--- src/irq_accept_pkg.sv ---
// Shared constants and carrier types for the interrupt acceptance block.
package irq_accept_pkg;
    // Edge select register byte addresses and reset value.
    localparam logic [15:0] RISE_SEL_ADDR   = 16'hFF48;
    localparam logic [15:0] FALL_SEL_ADDR   = 16'hFF49;
    localparam logic [7:0]  EDGE_SEL_RESET  = 8'h00;
    localparam int          EXT_PINS        = 3;
    // Status word reset value and flag positions.
    localparam logic [7:0]  PSW_RESET       = 8'h02;
    localparam int          PSW_IE_BIT      = 7;
    localparam int          PSW_ISP_BIT     = 1;
    localparam logic [7:0]  PSW_IMPL_MASK   = 8'hFB;
    // Break vector table entry (low byte address).
    localparam logic [15:0] BRK_VECTOR      = 16'h003E;
    // Request-to-service delays in CPU clocks, and extra wait of low level.
    localparam int          HI_MIN_CLOCKS   = 7;
    localparam int          HI_MAX_CLOCKS   = 32;
    localparam int          LO_MIN_CLOCKS   = 8;
    localparam int          LO_MAX_CLOCKS   = 33;
    localparam int          LO_EXTRA_CLOCKS = LO_MIN_CLOCKS - HI_MIN_CLOCKS;

    // Kind of service being started.
    localparam logic [1:0]  KIND_NMI        = 2'h0;
    localparam logic [1:0]  KIND_MASK       = 2'h1;
    localparam logic [1:0]  KIND_BRK        = 2'h2;

    // Memory manipulation access to the edge select registers.
    typedef struct packed {
        logic [15:0] addr;
        logic        wr;
        logic        rd;
        logic [7:0]  wmask;
        logic [7:0]  wdata;
    } sfr_req_t;

    // Instruction events from the core sequencer, one-cycle strobes.
    typedef struct packed {
        logic insn_done;
        logic ei;
        logic di;
        logic interrupt_return_insn;
        logic break_return_insn;
        logic break_insn;
    } core_cmd_t;

    // Status word write from the core: byte, bit, pop or return restore.
    typedef struct packed {
        logic       we;
        logic [7:0] mask;
        logic [7:0] data;
    } psw_wr_t;

    // Save and vector handshake towards the core.
    typedef struct packed {
        logic busy;
        logic push_psw;
        logic push_pc;
        logic load_vec;
    } seq_out_t;

    // Acceptance sequence states.
    typedef enum logic [4:0] {
        S_IDLE = 5'b00001,
        S_PRIO = 5'b00010,
        S_PSW  = 5'b00100,
        S_PC   = 5'b01000,
        S_VEC  = 5'b10000
    } seq_state_t;
endpackage

--- src/irq_accept_ctrl.sv ---
// Interrupt acceptance, arbitration and save/vector sequencing.
`timescale 1ns/1ns
////////////////////////////////////////////////////////////////////////////////
module irq_accept_ctrl
    import irq_accept_pkg::*;
#(
    parameter int          N_SRC           = 24,
    parameter logic [15:0] NMI_VECTOR      = 16'h0004,
    parameter logic [15:0] SRC_VECTOR_BASE = 16'h0006
) (
    // Clock, reset and enable.
    input  wire logic             mclk,
    input  wire logic             arst_n,
    input  wire logic             ce,
    // External interrupt pins.
    input  wire logic [2:0]       ext_irq_pin,
    // Sources: events, mask and priority flags, request flags.
    input  wire logic [N_SRC-1:0] src_event,
    input  wire logic [N_SRC-1:0] mask_flag,
    input  wire logic [N_SRC-1:0] priority_flag,
    input  wire logic             nmi_event,
    output logic      [N_SRC-1:0] request_flag,
    // Edge select register access.
    input  wire sfr_req_t         sfr,
    output logic      [7:0]       sfr_rdata,
    // Core sequencer side.
    input  wire core_cmd_t        core_cmd,
    input  wire psw_wr_t          psw_wr,
    output logic      [7:0]       processor_status_word,
    input  wire logic             seq_ack,
    output seq_out_t              seq,
    output logic      [7:0]       push_data,
    output logic      [15:0]      vector_addr,
    output logic                  nmi_in_service
);
    ////////////////////////////////////////////////////////////////////////////
    // Declarations.
    logic [2:0]       rising_edge_select_reg;
    logic [2:0]       falling_edge_select_reg;
    logic [2:0]       ext_edge;
    logic [7:0]       psw_reg;
    logic [N_SRC-1:0] req_reg;
    logic [N_SRC-1:0] cand_hi;
    logic [N_SRC-1:0] cand_lo;
    logic [N_SRC-1:0] acc_clear;
    logic             nmi_pend_reg;
    logic             nmi_active_reg;
    logic             hold_reg;
    logic             boundary;
    logic             hi_valid;
    logic             lo_valid;
    logic [4:0]       hi_idx;
    logic [4:0]       lo_idx;
    logic             start;
    logic [1:0]       start_kind;
    logic [4:0]       start_idx;
    logic             start_prio;
    seq_state_t       state_reg;
    seq_state_t       state_next;
    logic [1:0]       kind_reg;
    logic [4:0]       idx_reg;
    logic             prio_reg;
    logic [7:0]       sfr_rdata_reg;

    // Lowest set index wins; used for both priority levels.
    function automatic logic [5:0] first_set(input logic [N_SRC-1:0] v);
        logic [5:0] r;
        r = '0;
        for (int i = N_SRC - 1; i >= 0; i--) begin
            if (v[i]) begin
                r = {1'b1, i[4:0]};
            end
        end
        return r;
    endfunction

    ////////////////////////////////////////////////////////////////////////////
    // Edge selection registers and pin edge detection.
    always_ff @(posedge mclk or negedge arst_n) begin
        if (!arst_n) begin
            rising_edge_select_reg  <= EDGE_SEL_RESET[2:0];
            falling_edge_select_reg <= EDGE_SEL_RESET[2:0];
        end else if (ce && sfr.wr) begin
            // Byte writes use a full mask, bit writes a single-bit mask.
            if (sfr.addr == RISE_SEL_ADDR) begin
                rising_edge_select_reg <= (rising_edge_select_reg & ~sfr.wmask[2:0])
                                        | (sfr.wdata[2:0] & sfr.wmask[2:0]);
            end
            if (sfr.addr == FALL_SEL_ADDR) begin
                falling_edge_select_reg <= (falling_edge_select_reg & ~sfr.wmask[2:0])
                                         | (sfr.wdata[2:0] & sfr.wmask[2:0]);
            end
        end
    end

    // Read data is registered; bits 7..3 and unmapped addresses read zero.
    always_ff @(posedge mclk or negedge arst_n) begin
        if (!arst_n) begin
            sfr_rdata_reg <= 8'h00;
        end else if (ce && sfr.rd) begin
            case (sfr.addr)
                RISE_SEL_ADDR: sfr_rdata_reg <= {5'h00, rising_edge_select_reg};
                FALL_SEL_ADDR: sfr_rdata_reg <= {5'h00, falling_edge_select_reg};
                default:       sfr_rdata_reg <= 8'h00;
            endcase
        end
    end
    assign sfr_rdata = sfr_rdata_reg;

    ext_edge_detect #(
        .N (EXT_PINS)
    ) u_edge (
        .mclk       (mclk),
        .arst_n     (arst_n),
        .ce         (ce),
        .pin        (ext_irq_pin),
        .rise_sel   (rising_edge_select_reg),
        .fall_sel   (falling_edge_select_reg),
        .edge_pulse (ext_edge)
    );

    ////////////////////////////////////////////////////////////////////////////
    // Request flags: set on event, cleared on acceptance; set wins the clash.
    assign acc_clear = (start && start_kind == KIND_MASK)
                     ? (N_SRC'(1) << start_idx) : '0;
    always_ff @(posedge mclk or negedge arst_n) begin
        if (!arst_n) begin
            req_reg <= '0;
        end else if (ce) begin
            req_reg <= (req_reg & ~acc_clear) | src_event
                     | {{(N_SRC - EXT_PINS){1'b0}}, ext_edge};
        end
    end
    assign request_flag = req_reg;

    // Non-maskable pending latch collapses repeats; service flag ends on return.
    always_ff @(posedge mclk or negedge arst_n) begin
        if (!arst_n) begin
            nmi_pend_reg   <= 1'b0;
            nmi_active_reg <= 1'b0;
        end else if (ce) begin
            if (nmi_event) begin
                nmi_pend_reg <= 1'b1;
            end else if (start && start_kind == KIND_NMI) begin
                nmi_pend_reg <= 1'b0;
            end
            if (start && start_kind == KIND_NMI) begin
                nmi_active_reg <= 1'b1;
            end else if (core_cmd.interrupt_return_insn) begin
                nmi_active_reg <= 1'b0;
            end
        end
    end
    assign nmi_in_service = nmi_active_reg;

    // After a return, one main-program instruction runs before any acceptance.
    always_ff @(posedge mclk or negedge arst_n) begin
        if (!arst_n) begin
            hold_reg <= 1'b0;
        end else if (ce) begin
            if (core_cmd.interrupt_return_insn || core_cmd.break_return_insn) begin
                hold_reg <= 1'b1;
            end else if (core_cmd.insn_done) begin
                hold_reg <= 1'b0;
            end
        end
    end

    ////////////////////////////////////////////////////////////////////////////
    // Arbitration at an instruction boundary, only while the sequence is idle.
    assign boundary = ce && core_cmd.insn_done && state_reg == S_IDLE && !hold_reg
                    && !core_cmd.interrupt_return_insn && !core_cmd.break_return_insn;
    // Maskable candidates: flag set, mask clear, enable set, none under NMI.
    assign cand_hi = req_reg & ~mask_flag & ~priority_flag
                   & {N_SRC{psw_reg[PSW_IE_BIT] & ~nmi_active_reg}};
    assign cand_lo = req_reg & ~mask_flag & priority_flag
                   & {N_SRC{psw_reg[PSW_IE_BIT] & psw_reg[PSW_ISP_BIT]
                            & ~nmi_active_reg}};
    assign {hi_valid, hi_idx} = first_set(cand_hi);
    assign {lo_valid, lo_idx} = first_set(cand_lo);

    // Break is the instruction itself; otherwise NMI outranks maskables.
    always_comb begin
        start      = 1'b0;
        start_kind = KIND_MASK;
        start_idx  = '0;
        start_prio = 1'b0;
        if (ce && core_cmd.break_insn && state_reg == S_IDLE) begin
            start      = 1'b1;
            start_kind = KIND_BRK;
        end else if (boundary && nmi_pend_reg && !nmi_active_reg) begin
            start      = 1'b1;
            start_kind = KIND_NMI;
        end else if (boundary && hi_valid) begin
            start      = 1'b1;
            start_idx  = hi_idx;
        end else if (boundary && lo_valid) begin
            start      = 1'b1;
            start_idx  = lo_idx;
            start_prio = 1'b1;
        end
    end

    ////////////////////////////////////////////////////////////////////////////
    // Sequence: optional low-priority wait, push status, push counter, vector.
    always_comb begin
        state_next = state_reg;
        case (state_reg)
            S_IDLE: begin
                if (start) begin
                    state_next = start_prio ? S_PRIO : S_PSW;
                end
            end
            S_PRIO: state_next = S_PSW;
            S_PSW:  state_next = seq_ack ? S_PC : S_PSW;
            S_PC:   state_next = seq_ack ? S_VEC : S_PC;
            S_VEC:  state_next = seq_ack ? S_IDLE : S_VEC;
            default: state_next = S_IDLE;
        endcase
    end

    always_ff @(posedge mclk or negedge arst_n) begin
        if (!arst_n) begin
            state_reg <= S_IDLE;
        end else if (ce) begin
            state_reg <= state_next;
        end
    end

    // Accepted source is latched for the whole sequence.
    always_ff @(posedge mclk or negedge arst_n) begin
        if (!arst_n) begin
            kind_reg <= KIND_MASK;
            idx_reg  <= '0;
            prio_reg <= 1'b0;
        end else if (start) begin
            kind_reg <= start_kind;
            idx_reg  <= start_idx;
            prio_reg <= start_prio;
        end
    end

    // Pushed status snapshot and vector address are registered data.
    always_ff @(posedge mclk or negedge arst_n) begin
        if (!arst_n) begin
            push_data   <= 8'h00;
            vector_addr <= 16'h0000;
        end else if (ce && state_reg == S_IDLE && start) begin
            push_data <= psw_reg & PSW_IMPL_MASK;
            case (start_kind)
                KIND_NMI: vector_addr <= NMI_VECTOR;
                KIND_BRK: vector_addr <= BRK_VECTOR;
                default:  vector_addr <= SRC_VECTOR_BASE + {10'h000, start_idx, 1'b0};
            endcase
        end
    end

    assign seq.busy     = state_reg != S_IDLE;
    assign seq.push_psw = state_reg == S_PSW;
    assign seq.push_pc  = state_reg == S_PC;
    assign seq.load_vec = state_reg == S_VEC;

    ////////////////////////////////////////////////////////////////////////////
    // Status word: acceptance updates, then core writes, then enable/disable.
    always_ff @(posedge mclk or negedge arst_n) begin
        if (!arst_n) begin
            psw_reg <= PSW_RESET;
        end else if (ce) begin
            if (state_reg == S_PC && seq_ack) begin
                psw_reg[PSW_IE_BIT] <= 1'b0;
                if (kind_reg == KIND_NMI) begin
                    psw_reg[PSW_ISP_BIT] <= 1'b0;
                end else if (kind_reg == KIND_MASK) begin
                    psw_reg[PSW_ISP_BIT] <= prio_reg;
                end
            end else if (psw_wr.we) begin
                // Byte, bit, pop and return restores all arrive here.
                psw_reg <= ((psw_reg & ~psw_wr.mask) | (psw_wr.data & psw_wr.mask))
                         & PSW_IMPL_MASK;
            end else if (core_cmd.ei) begin
                psw_reg[PSW_IE_BIT] <= 1'b1;
            end else if (core_cmd.di) begin
                psw_reg[PSW_IE_BIT] <= 1'b0;
            end
        end
    end
    assign processor_status_word = psw_reg;

    ////////////////////////////////////////////////////////////////////////////
    // Checks.
    chk_edge_sets_flag: assert property (@(posedge mclk) disable iff (!arst_n)
        (|ext_edge) |=> ((req_reg[2:0] & $past(ext_edge)) == $past(ext_edge)))
        else $error("edge did not set request flag");

    chk_mask_gates_accept: assert property (@(posedge mclk) disable iff (!arst_n)
        (start && start_kind == KIND_MASK)
        |-> (psw_reg[PSW_IE_BIT] && !mask_flag[start_idx] && req_reg[start_idx]))
        else $error("maskable accepted without enable");

    chk_low_blocked: assert property (@(posedge mclk) disable iff (!arst_n)
        (start && start_kind == KIND_MASK && priority_flag[start_idx])
        |-> psw_reg[PSW_ISP_BIT])
        else $error("low priority accepted in high service");

    chk_nmi_outranks: assert property (@(posedge mclk) disable iff (!arst_n)
        (boundary && !core_cmd.break_insn && nmi_pend_reg && !nmi_active_reg)
        |-> (start && start_kind == KIND_NMI))
        else $error("pending NMI not taken first");

    chk_low_extra_clock: assert property (@(posedge mclk) disable iff (!arst_n)
        (ce && state_reg == S_IDLE && start && start_prio)
        |=> state_reg == S_PRIO ##1 (!ce || state_reg == S_PSW))
        else $error("low priority wait missing");

    chk_isp_copied: assert property (@(posedge mclk) disable iff (!arst_n)
        (ce && state_reg == S_PC && seq_ack && kind_reg == KIND_MASK)
        |=> (!psw_reg[PSW_IE_BIT] && psw_reg[PSW_ISP_BIT] == $past(prio_reg)))
        else $error("status flags wrong after maskable accept");

    chk_brk_vector: assert property (@(posedge mclk) disable iff (!arst_n)
        (state_reg == S_VEC && kind_reg == KIND_BRK) |-> vector_addr == 16'h003E)
        else $error("break vector wrong");

    chk_hold_after_ret: assert property (@(posedge mclk) disable iff (!arst_n)
        (ce && core_cmd.insn_done && (hold_reg || core_cmd.interrupt_return_insn || core_cmd.break_return_insn))
        |-> (!start || start_kind == KIND_BRK))
        else $error("accepted before one main instruction");

    chk_enable_insn: assert property (@(posedge mclk) disable iff (!arst_n)
        (ce && core_cmd.ei && !psw_wr.we && !(state_reg == S_PC && seq_ack))
        |=> psw_reg[PSW_IE_BIT])
        else $error("enable instruction did not set flag");
endmodule // irq_accept_ctrl

--- src/ext_edge_detect.sv ---
// Valid edge detection for the external interrupt pins.
`timescale 1ns/1ns
module ext_edge_detect
    import irq_accept_pkg::*;
#(
    parameter int N = EXT_PINS
) (
    // Clock, reset and enable.
    input  wire logic         mclk,
    input  wire logic         arst_n,
    input  wire logic         ce,
    // Pins and edge selection.
    input  wire logic [N-1:0] pin,
    input  wire logic [N-1:0] rise_sel,
    input  wire logic [N-1:0] fall_sel,
    // One-cycle pulse per detected valid edge.
    output logic      [N-1:0] edge_pulse
);
    logic [N-1:0] pin_prev_reg;

    // Previous pin level, taken each enabled clock.
    always_ff @(posedge mclk or negedge arst_n) begin
        if (!arst_n) begin
            pin_prev_reg <= '0;
        end else if (ce) begin
            pin_prev_reg <= pin;
        end
    end

    // Each pin compares its level with the last one; 00 selects no edge.
    for (genvar i = 0; i < N; i++) begin : g_pin
        assign edge_pulse[i] = ce & ((rise_sel[i] & pin[i] & ~pin_prev_reg[i])
                                   | (fall_sel[i] & ~pin[i] & pin_prev_reg[i]));
    end
endmodule // ext_edge_detect

--- config.mk ---
export PLATFORM = sky130hd
export DESIGN_NAME = irq_accept_ctrl
export DESIGN_NICKNAME = d
export VERILOG_FILES = /design/src/irq_accept_pkg.sv /design/src/irq_accept_ctrl.sv /design/src/ext_edge_detect.sv
export SDC_FILE = /design/constraint.sdc
export NUM_CORES = 1
export LEC_CHECK = 0
export ABC_CLOCK_PERIOD_IN_PS = 5750
export BUFFER_PORTS_ARGS = -buffer_cell sky130_fd_sc_hd__buf_2
export CORE_ASPECT_RATIO = 0.6
export CORE_MARGIN = 5
export CORE_UTILIZATION = 50
export CTS_BUF_LIST = sky130_fd_sc_hd__clkbuf_4 sky130_fd_sc_hd__clkbuf_8 sky130_fd_sc_hd__clkbuf_16
export CTS_CLUSTER_SIZE = 10
export DETAILED_ROUTE_END_ITERATION = 8
export GPL_ROUTABILITY_DRIVEN = 0
export HOLD_SLACK_MARGIN = 0.06
export PLACE_DENSITY = 0.85
export SYNTH_ARGS = -nofsm -noshare
export SYNTH_HDL_FRONTEND = slang
export SYNTH_SLANG_ARGS = --single-unit
--- constraint.sdc ---
create_clock -name mclk -period 5.75 [get_ports mclk]
set_clock_uncertainty 0.2 [all_clocks]
set_input_delay 0.2875 -clock mclk [delete_from_list [all_inputs] [get_ports mclk]]
set_output_delay 0.2875 -clock mclk [all_outputs]
set_load 0.05 [all_outputs]
==> impl_metrics.tcl, run 1 <==
set metrics [dict create \
    drcViolationCount 0 \
    setup-violations-final 0 \
    min_period_ns 4.042 \
    grt_start_max_net_pins 68 \
    yosysTopAreaCell "dfrtp_1" \
    critPathSlowestCell "nand3b_1" \
    synth-seq-cells 67 \
    drt_iter0_markers 392 \
    async_reset_ff_share_pct 100.0 \
    port-buffer-count 176 \
    placed_area_mm2 0.005495 \
    antenna_found_initial 0 \
    first_pass_iters 5 \
    switchingPower_mw 0.7923 \
    stdcell_area_mm2 0.006190 \
    synth_cells 538 \
    synth_top_area_share_pct 34.83 \
    gr-total-overflow 0 \
    layout.nets 890 \
    pwr_density_cell_mw_per_mm2 310.9 \
    arrival_ns 4.07 \
    via_per_inst 5.837 \
    clk_pin_slew_ns 0.06 \
    antenna_left 0 \
    power_leakage_nw 2.853 \
    wl_um 15350 \
    whs_path_depth 3 \
    p_comb_share_pct 39.9 \
    cts_buffers 9 \
    clock_latency_ns 0.34 \
    finalCritPeriodShare_pct 70.30 \
    cts_root_buffer "clkbuf_16" \
    synth_edf_count 0 \
    grt_pass1_wl_um 24700 \
    worstPathCellList "nand3b_1, a21oi_1, nor4_2, nand3b_1, and2_1, nand3_1, o22ai_1, nand3_1, inv_1, ha_1, nand2_1, a22o_1" \
    p_int_mw 1.132 \
    worstMarginPinSlew_ns 0.8677 \
    synthTopCellsByArea "dfrtp_1 (35%), nand2_1 (8.2%), a22o_1 (4.6%)" \
    p_clk_share_pct 29.3 \
    die_area_mm2 0.01128 \
    fp-row-count 27 \
    p_seq_share_pct 30.9 \
    crit_type "flip-flop to flip-flop" \
    rsz0062_at_grt "no" \
    status "completed" \
    ir_drop_uv 280.3 \
    post_cts_buffers 0 \
    dp_hpwl_um 11340 \
    grt_pass1_vias 5018 \
    cpPeakStageDelay_ns 0.67 \
    cts_sinks 67 \
    coreArea_mm2 0.009087 \
    h-tree-depth 3 \
    whs_ns 0.07346 \
    crit_path_max_fanout 22 \
    synth_most_common_cell "nand2_1" \
    antenna_cells 0 \
    finalHoldViolCount 0 \
    die_width_um 133.8 \
    num_vias 5072 \
    ios 206 \
    max_slew_margin_pct 42.15 \
    max_freq_mhz 247.4 \
    maxCapViolations 0 \
    ff2ff_path_depth 12 \
    synthTopCellsByCount "nand2_1 (100), dfrtp_1 (64), a21oi_1 (29), nor2_1 (29), nand3b_1 (26)" \
    cts_tree "done" \
    grt_usage_pct 26.99 \
    yosysWarnings 0 \
    hp-class "input pin to flip-flop" \
    cp.required_ns 5.77 \
    ctsResizeCount 0 \
    die_h_um 84.28 \
    drive_gt1_share_pct 30.28 \
    slew_viol_final 0 \
    initial_utilization_pct 50.60 \
    nFillCells 708 \
    synth_cell_types 66 \
    ys.flop_type "dfrtp_1" \
    endpoint_kind "flip-flop" \
    synth_area_mm2 0.004598 \
    switching_share_pct 41.17 \
    synth-seq-area-share_pct 36.54 \
    start_kind "flip-flop" \
    syn_area_per_cell_um2 8.547 \
    wl_per_cell_um 17.67 \
    area_delta_synth_final_pct 34.61 \
    cts_buffer_depth 2 \
    finalSetupTns_ns 0 \
    power_mw 1.924 \
]
## layer usage
metal  track usage [%]  vias to the layer above  share of wire, %
li1                  -                     2374                 -
met2             40.77                      308                43
met3             7.784                       20                11
met4             7.376                        0               1.1
met5                 0                        -                 0
met1             37.93                     2370                45
## worst max-delay path: cells and delay by family, from the launching register on
kind                       cells  cell delay (ns)
and+or+nand+nor                7             1.72
AOI/OAI and AO/OA              3             0.89
DFF                            1             0.49
adders and majority gates      1             0.46
buffers and inverters          1             0.16
## cells by family after synthesis
logic type | after synthesis | share of synthesized area [%]
other cells | 1 | 0.08155
buf+inv | 48 | 5.578
compound gates | 134 | 20.35
mux | 20 | 4.735
simple gates | 261 | 30.97
flops | 67 | 36.54
xor+xnor | 2 | 0.3810
fa+ha+maj | 5 | 1.361
## final timing paths
path | from | to | slack (ns)
worst min register to register | push_data[4]$_DFFE_PN0P_ | push_data[4]$_DFFE_PN0P_ | 0.26
worst min-delay path | psw_wr[8] | flip-flop | 0.07
max in group asynchronous | arst_n | request_flag[23]$_DFFE_PN0P_ | 4.28
worst max-delay path | nmi_in_service$_DFFE_PN0P_ | request_flag[23]$_DFFE_PN0P_ | 1.71
min in group asynchronous | arst_n | request_flag[12]$_DFFE_PN0P_ | 0.49
worst max register to register | nmi_in_service$_DFFE_PN0P_ | request_flag[23]$_DFFE_PN0P_ | 1.71
## repair_timing
action / 4_1_cts / 5_1_grt
hold endpoints to repair: 104 / 0
endpoints found under the setup margin: 0 / 0
hold buffers: 39 / 0
## per-stage QoR
stage	instances	util, %	setup WS, ns
floorplan	554	-	2.352
global route	869	68.11	1.386
global placement	814	60.47	2.067
detailed placement	814	60.47	1.906
CTS	869	68.11	1.879
finish	869	68.11	1.708
## power by group through the flow
stage | combinational, mW | sequential, mW | clock, mW
3_5_place_dp | 0.730 | 0.600 | 0
2_1_floorplan | 0.384 | 0.752 | 0
5_1_grt | 0.828 | 0.603 | 0.595
6_report | 0.767 | 0.594 | 0.563
3_3_place_gp | 0.713 | 0.596 | 0
4_1_cts | 0.754 | 0.593 | 0.574
## cell type report
class	instances	area, um^2	share of cell area, %
clock buffers	12	254.0	4.104
flip-flops and latches	67	1680	27.15
well taps	116	145.1	2.345
clock inverters	4	50.05	0.8086
repair buffers	217	1286	20.78
inverters	14	52.55	0.8490
multi-input cells	439	2721	43.97
## placed cells by master (no fill, tap or decap), types with 14 or more instances in the layout
| master | n |
|---|---|
| a21oi_1 | 29 |
| a22o_1 | 24 |
| buf_2 | 176 |
| conb_1 | 17 |
| dfrtp_1 | 64 |
| dlygate4sd3_1 | 39 |
| inv_1 | 14 |
| mux2_2 | 14 |
| nand2_1 | 100 |
| nand3b_1 | 26 |
| nor2_1 | 29 |
| nor3b_1 | 21 |
| o21ai_0 | 18 |
(Power assumes the default switching activity.)
==> run 2: changes to the inputs <==
ABC_CLOCK_PERIOD_IN_PS = 4200   (was 5750)
CORE_UTILIZATION = 48   (was 50)
PLACE_DENSITY = 0.82   (was 0.85)
clock period = 4.2 ns   (was 5.75 ns; I/O delays follow)
==> run 2 against run 1 <==
Net effect:
- combinational power grew 43%
- total power increased by 43%
- flip-flop and latch count stayed put
- routed wire length is 6.9% higher
- non-clock buffer count increased by 19
- sequential power grew 37%
- fmax rose by 7.5%
- first-iteration DRC count decreased by 14%
- global-route usage is 0.64 points higher
==> impl_metrics.tcl, run 2 (same netlist as run 1, synthesis figures left out) <==
set metrics [dict create \
    status "completed" \
    max_slew_margin_pct 41.21 \
    cts_tree "done" \
    port-buffer-count 176 \
    cts_buffer_depth 2 \
    multi_input_area_mm2 0.002721 \
    slew_viol_final 0 \
    reg2reg_from "nmi_in_service$_DFFE_PN0P_" \
    die_h_um 85.82 \
    layout.nets 909 \
    arrival_ns 3.78 \
    cts_root_buffer "clkbuf_16" \
    antenna_left 0 \
    wl_um 16410 \
    startpoint "nmi_in_service$_DFFE_PN0P_" \
    crit_path_max_fanout 16 \
    seqCellArea_mm2 0.001680 \
    finalCritPeriodShare_pct 89.54 \
    gr-total-overflow 0 \
    worstMarginPinSlew_ns 0.8818 \
    dp_hpwl_um 11920 \
    via_per_inst 5.803 \
    num_vias 5234 \
    ir_drop_uv 344.7 \
    start_kind "flip-flop" \
    cp.required_ns 4.22 \
    nFillCells 711 \
    wl_per_cell_um 18.20 \
    rsz0062_at_grt "no" \
    setup-violations-final 0 \
    most-common-layout-cells "buf_2 (176), nand2_1 (100), dfrtp_1 (64)" \
    cts_buffers 9 \
    grt_pass1_wl_um 25670 \
    initial_utilization_pct 49.68 \
    grt_usage_pct 27.63 \
    drt_iter0_markers 339 \
    cts_sinks 67 \
    finalHoldViolCount 0 \
    crit_type "flip-flop to flip-flop" \
    min_period_ns 3.761 \
    power_mw 2.750 \
    fin_ws_ns 0.4393 \
    h-tree-depth 3 \
    antenna_cells 0 \
    ios 206 \
    grt_pass1_vias 5189 \
    power_leakage_nw 2.960 \
    finalSetupTns_ns 0 \
    drcViolationCount 0 \
    first_pass_iters 8 \
    die_width_um 136.4 \
    area_delta_synth_final_pct 39.54 \
    grt_start_max_net_pins 38 \
    dp.cells 832 \
    clk_pin_slew_ns 0.05 \
    max_freq_mhz 265.9 \
    clock_latency_ns 0.34 \
    dpl_worst_slack_ns 0.5934 \
    drive_gt1_share_pct 30.05 \
    layout_commonest_cell "buf_2" \
    ctsHoldBuffers 54 \
    post_cts_buffers 0 \
    hp-class "input pin to flip-flop" \
    fp-row-count 27 \
    endpoint_kind "flip-flop" \
    min_from "sfr[16]" \
    pwr_density_cell_mw_per_mm2 428.7 \
    ctsResizeCount 0 \
    die_area_mm2 0.01170 \
    final_cells 902 \
    antenna_found_initial 0 \
    maxCapViolations 0 \
    coreArea_mm2 0.009256 \
]
[run 2: cell types whose count changed in the layout (fill, tap and decap cells not counted), sizes merged]
cell / delta
bufinv: +1
clkinvlp: -1
buf: +4
dlygate4sd3: +15
[run 2: stage by stage]
step	util [%]	area [um^2]	hold slack [ns]
2_1_floorplan	-	4658	-0.2856
3_3_place_gp	59.88	5543	0.1564
3_5_place_dp	59.88	5543	0.1684
4_1_cts	69.32	6416	0.08321
5_1_grt	69.32	6416	0.1068
6_report	69.32	6416	0.09247
[run 2: worst paths after layout]
kind | end | slack, ns | cells after the start
min in group asynchronous | request_flag[6]$_DFFE_PN0P_ | 0.33 | 2
max in group asynchronous | state_reg[0]$_DFFE_PN1P_ | 2.51 | 3
worst min register to register | push_data[6]$_DFFE_PN0P_ | 0.26 | 2
worst max-delay path | request_flag[9]$_DFFE_PN0P_ | 0.44 | 12
worst max register to register | request_flag[9]$_DFFE_PN0P_ | 0.44 | 12
worst min-delay path | sfr_rdata[0]$_DFFE_PN0P_ | 0.09 | 4
[run 2: layer usage]
metal / vias to the layer above / track usage [%] / share of wire, % / routed length (um)
met3: 40 / 8.148 / 13 / 2104
met1: 2450 / 36.91 / 42 / 6951
met5: - / 0 / 0 / 0
met4: 0 / 8.966 / 2.2 / 362
met2: 345 / 43.29 / 43 / 6994
li1: 2399 / - / - / -
[run 2: report_power, final]
part,switching (mW),internal (mW),total [mW]
clock network,0.284,0.558,0.841
logic,0.742,0.354,1.10
registers,0.0752,0.738,0.813
total,1.10,1.65,2.75
[run 2: area by class of cell]
class,instances,area share (%)
multi-input cells,439,42.41
flip-flops and latches,67,26.19
repair buffers,236,22.85
clock buffers,12,4.056
well taps,130,2.535
clock inverters,4,1.131
inverters,14,0.8190
[run 2: critical path, stage by stage (launching register included)]
cell,delay (ns)
dfrtp_1,0.51
and2b_1,0.41
o41a_1,0.23
nor3_2,0.38
and3_1,0.36
and2_1,0.21
nand3_1,0.09
o22ai_1,0.16
nand3_1,0.21
inv_1,0.15
ha_1,0.41
nand2_1,0.12
a22o_1,0.20
==> run 3: changes to the inputs <==
CORE_MARGIN = unset   (was 5)
CTS_BUF_LIST = unset   (was sky130_fd_sc_hd__clkbuf_4 sky130_fd_sc_hd__clkbuf_8 sky130_fd_sc_hd__clkbuf_16)
PLACE_DENSITY = 0.92   (was 0.82)
==> run 3 against run 2 <==
Net effect:
- via count increased by 2.0%
- core utilization is 0.26 points lower
- register-to-register slack improved by 0.04 ns
- sequential power rose by 1%
- first-iteration DRC count rose by 36%
- cell area shrank 0.74%
- count of clock-buffer cells in the layout decreased by 2
- largest cell class unchanged
- largest power group unchanged
- highest routed layer unchanged
==> impl_metrics.tcl, run 3 (same netlist as run 1, synthesis figures left out) <==
set metrics [dict create \
    status "completed" \
    clock_latency_ns 0.33 \
    cts_buffer_depth 2 \
    finalHoldViolCount 0 \
    path_delay_family "simple AND/OR/NAND/NOR gates" \
    max_freq_mhz 268.6 \
    maxCapViolations 0 \
    gr-total-overflow 0 \
    antenna_left 0 \
    wl_um 16000 \
    die_area_mm2 0.009988 \
    crit_type "flip-flop to flip-flop" \
    layout_commonest_cell "buf_2" \
    power_leakage_nw 2.931 \
    crit_path_max_fanout 16 \
    placed_area_mm2 0.005528 \
    min_period_ns 3.723 \
    initial_utilization_pct 49.86 \
    worstMarginPinSlew_ns 1.097 \
    highest_layer "met4" \
    layout.nets 906 \
    grt_pass1_vias 5116 \
    drcViolationCount 0 \
    finalSetupTns_ns 0 \
    cpPeakStageDelay_ns 0.51 \
    via_per_inst 5.938 \
    ff2ff_setup_slack_ns 0.48 \
    wl_met3_um 1841 \
    cts_sinks 67 \
    stdcell_area_mm2 0.006369 \
    antenna_found_initial 0 \
    pwr_density_cell_mw_per_mm2 422.6 \
    cts_root_buffer "clkbuf_16" \
    nFillCells 686 \
    h-tree-depth 3 \
    dpl_worst_slack_ns 0.6599 \
    dp_hpwl_um 11180 \
    setup-violations-final 0 \
    p_clk_share_pct 29.1 \
    slew_viol_final 0 \
    wl_met1_um 6545 \
    ctsResizeCount 0 \
    start_kind "flip-flop" \
    min_from "src_event[1]" \
    hp-class "input pin to flip-flop" \
    cp.required_ns 4.21 \
    area_delta_synth_final_pct 38.50 \
    grt_usage_pct 32.36 \
    arrival_ns 3.74 \
    die_h_um 77.82 \
    endpoint_kind "flip-flop" \
    post_cts_buffers 0 \
    ff2ff_path_depth 12 \
    fp-row-count 27 \
    port-buffer-count 176 \
    rsz0062_at_grt "no" \
    clk_pin_slew_ns 0.06 \
    ctsHoldBuffers 53 \
    antenna_cells 0 \
    p_int_mw 1.566 \
    first_pass_iters 5 \
    reg2reg_from "nmi_in_service$_DFFE_PN0P_" \
    whs_ns 0.07279 \
    critPathSlowestCell "dfrtp_1" \
    switchingPower_mw 1.125 \
    grt_pass1_wl_um 24940 \
    worst-path-buf-inv 1 \
    switching_share_pct 41.80 \
    num_vias 5338 \
    most-common-layout-cells "buf_2 (176), nand2_1 (100), dfrtp_1 (64)" \
    rr_endpoint "request_flag[1]$_DFFE_PN0P_" \
    finalCritPeriodShare_pct 88.65 \
    p_seq_share_pct 30.5 \
    drive_gt1_share_pct 29.91 \
    ios 206 \
    cp_common_cell "nand3_1" \
    worstPathCellList "and2b_1, o41a_1, nor3_2, and3_1, and2_1, nand3_1, o22ai_1, nand3_1, inv_1, ha_1, nand2_1, a22o_1" \
    max_slew_margin_pct 26.85 \
    cts_tree "done" \
    fin_ws_ns 0.4767 \
    grt_start_max_net_pins 47 \
    path_depth 12 \
    p_comb_share_pct 40.4 \
    startpoint "nmi_in_service$_DFFE_PN0P_" \
    drt_iter0_markers 460 \
    post-route-util_pct 69.05 \
    wl_met2_um 7219 \
    die_width_um 128.4 \
    ir_drop_uv 461.4 \
    coreArea_mm2 0.009223 \
    cts_buffers 9 \
    endpoint "request_flag[1]$_DFFE_PN0P_" \
    wl_per_cell_um 17.79 \
]
## run 3: changes by cell type in the layout (fill, tap and decap cells not counted)
cell           delta
buf_4             -2
bufinv_16         -1
clkbuf_4          -1
clkbuf_8          -1
clkinv_2          -1
clkinvlp_4        +1
dlygate4sd3_1     -1
inv_6             +3
## run 3: layer usage
metal	GRT usage (%)	vias to the layer above
met5	0	-
met4	13.41	0
met3	9.724	51
met2	50.27	392
met1	41.95	2499
li1	-	2396
## run 3: power by group through the flow
stage                     clock network [mW]  logic (mW)  registers, mW
after global placement                     0       0.975          0.817
final                                  0.782        1.09          0.821
after CTS                              0.795        1.06          0.815
after floorplan                            0       0.526           1.03
after detailed placement                   0        1.01          0.825
after global routing                   0.820        1.16          0.831
## run 3: worst min path at each step
stage | cells after the start | slack, ns | end
after CTS | 3 | 0.07 | request_flag[1]$_DFFE_PN0P_
after global routing | 3 | 0.08 | request_flag[1]$_DFFE_PN0P_
final | 3 | 0.07 | request_flag[1]$_DFFE_PN0P_
after floorplan | 0 | -0.29 | asynchronous set/reset pin
after detailed placement | 3 | 0.23 | nmi_pend_reg$_DFFE_PN0P_
after global placement | 1 | 0.24 | request_flag[5]$_DFFE_PN0P_
## run 3: worst min-delay path, stage by stage
cell	delay [ns]
buf_2	0.09
a311o_1	0.12
a22o_1	0.14
## run 3: cell type report
type	count	area (um^2)	area share [%]
clock inverter	6	71.32	1.120
inverter	14	52.55	0.8251
multi-input combinational	439	2721	42.73
timing repair buffer	233	1441	22.63
sequential	67	1680	26.39
tap	130	162.7	2.554
clock buffer	10	239.0	3.752
## run 3: metrics by stage
step                total power [mW]  std cells
finish                         2.691        899
global route                   2.808        899
CTS                            2.669        899
detailed placement             1.832        830
global placement               1.792        830
floorplan                      1.556        554
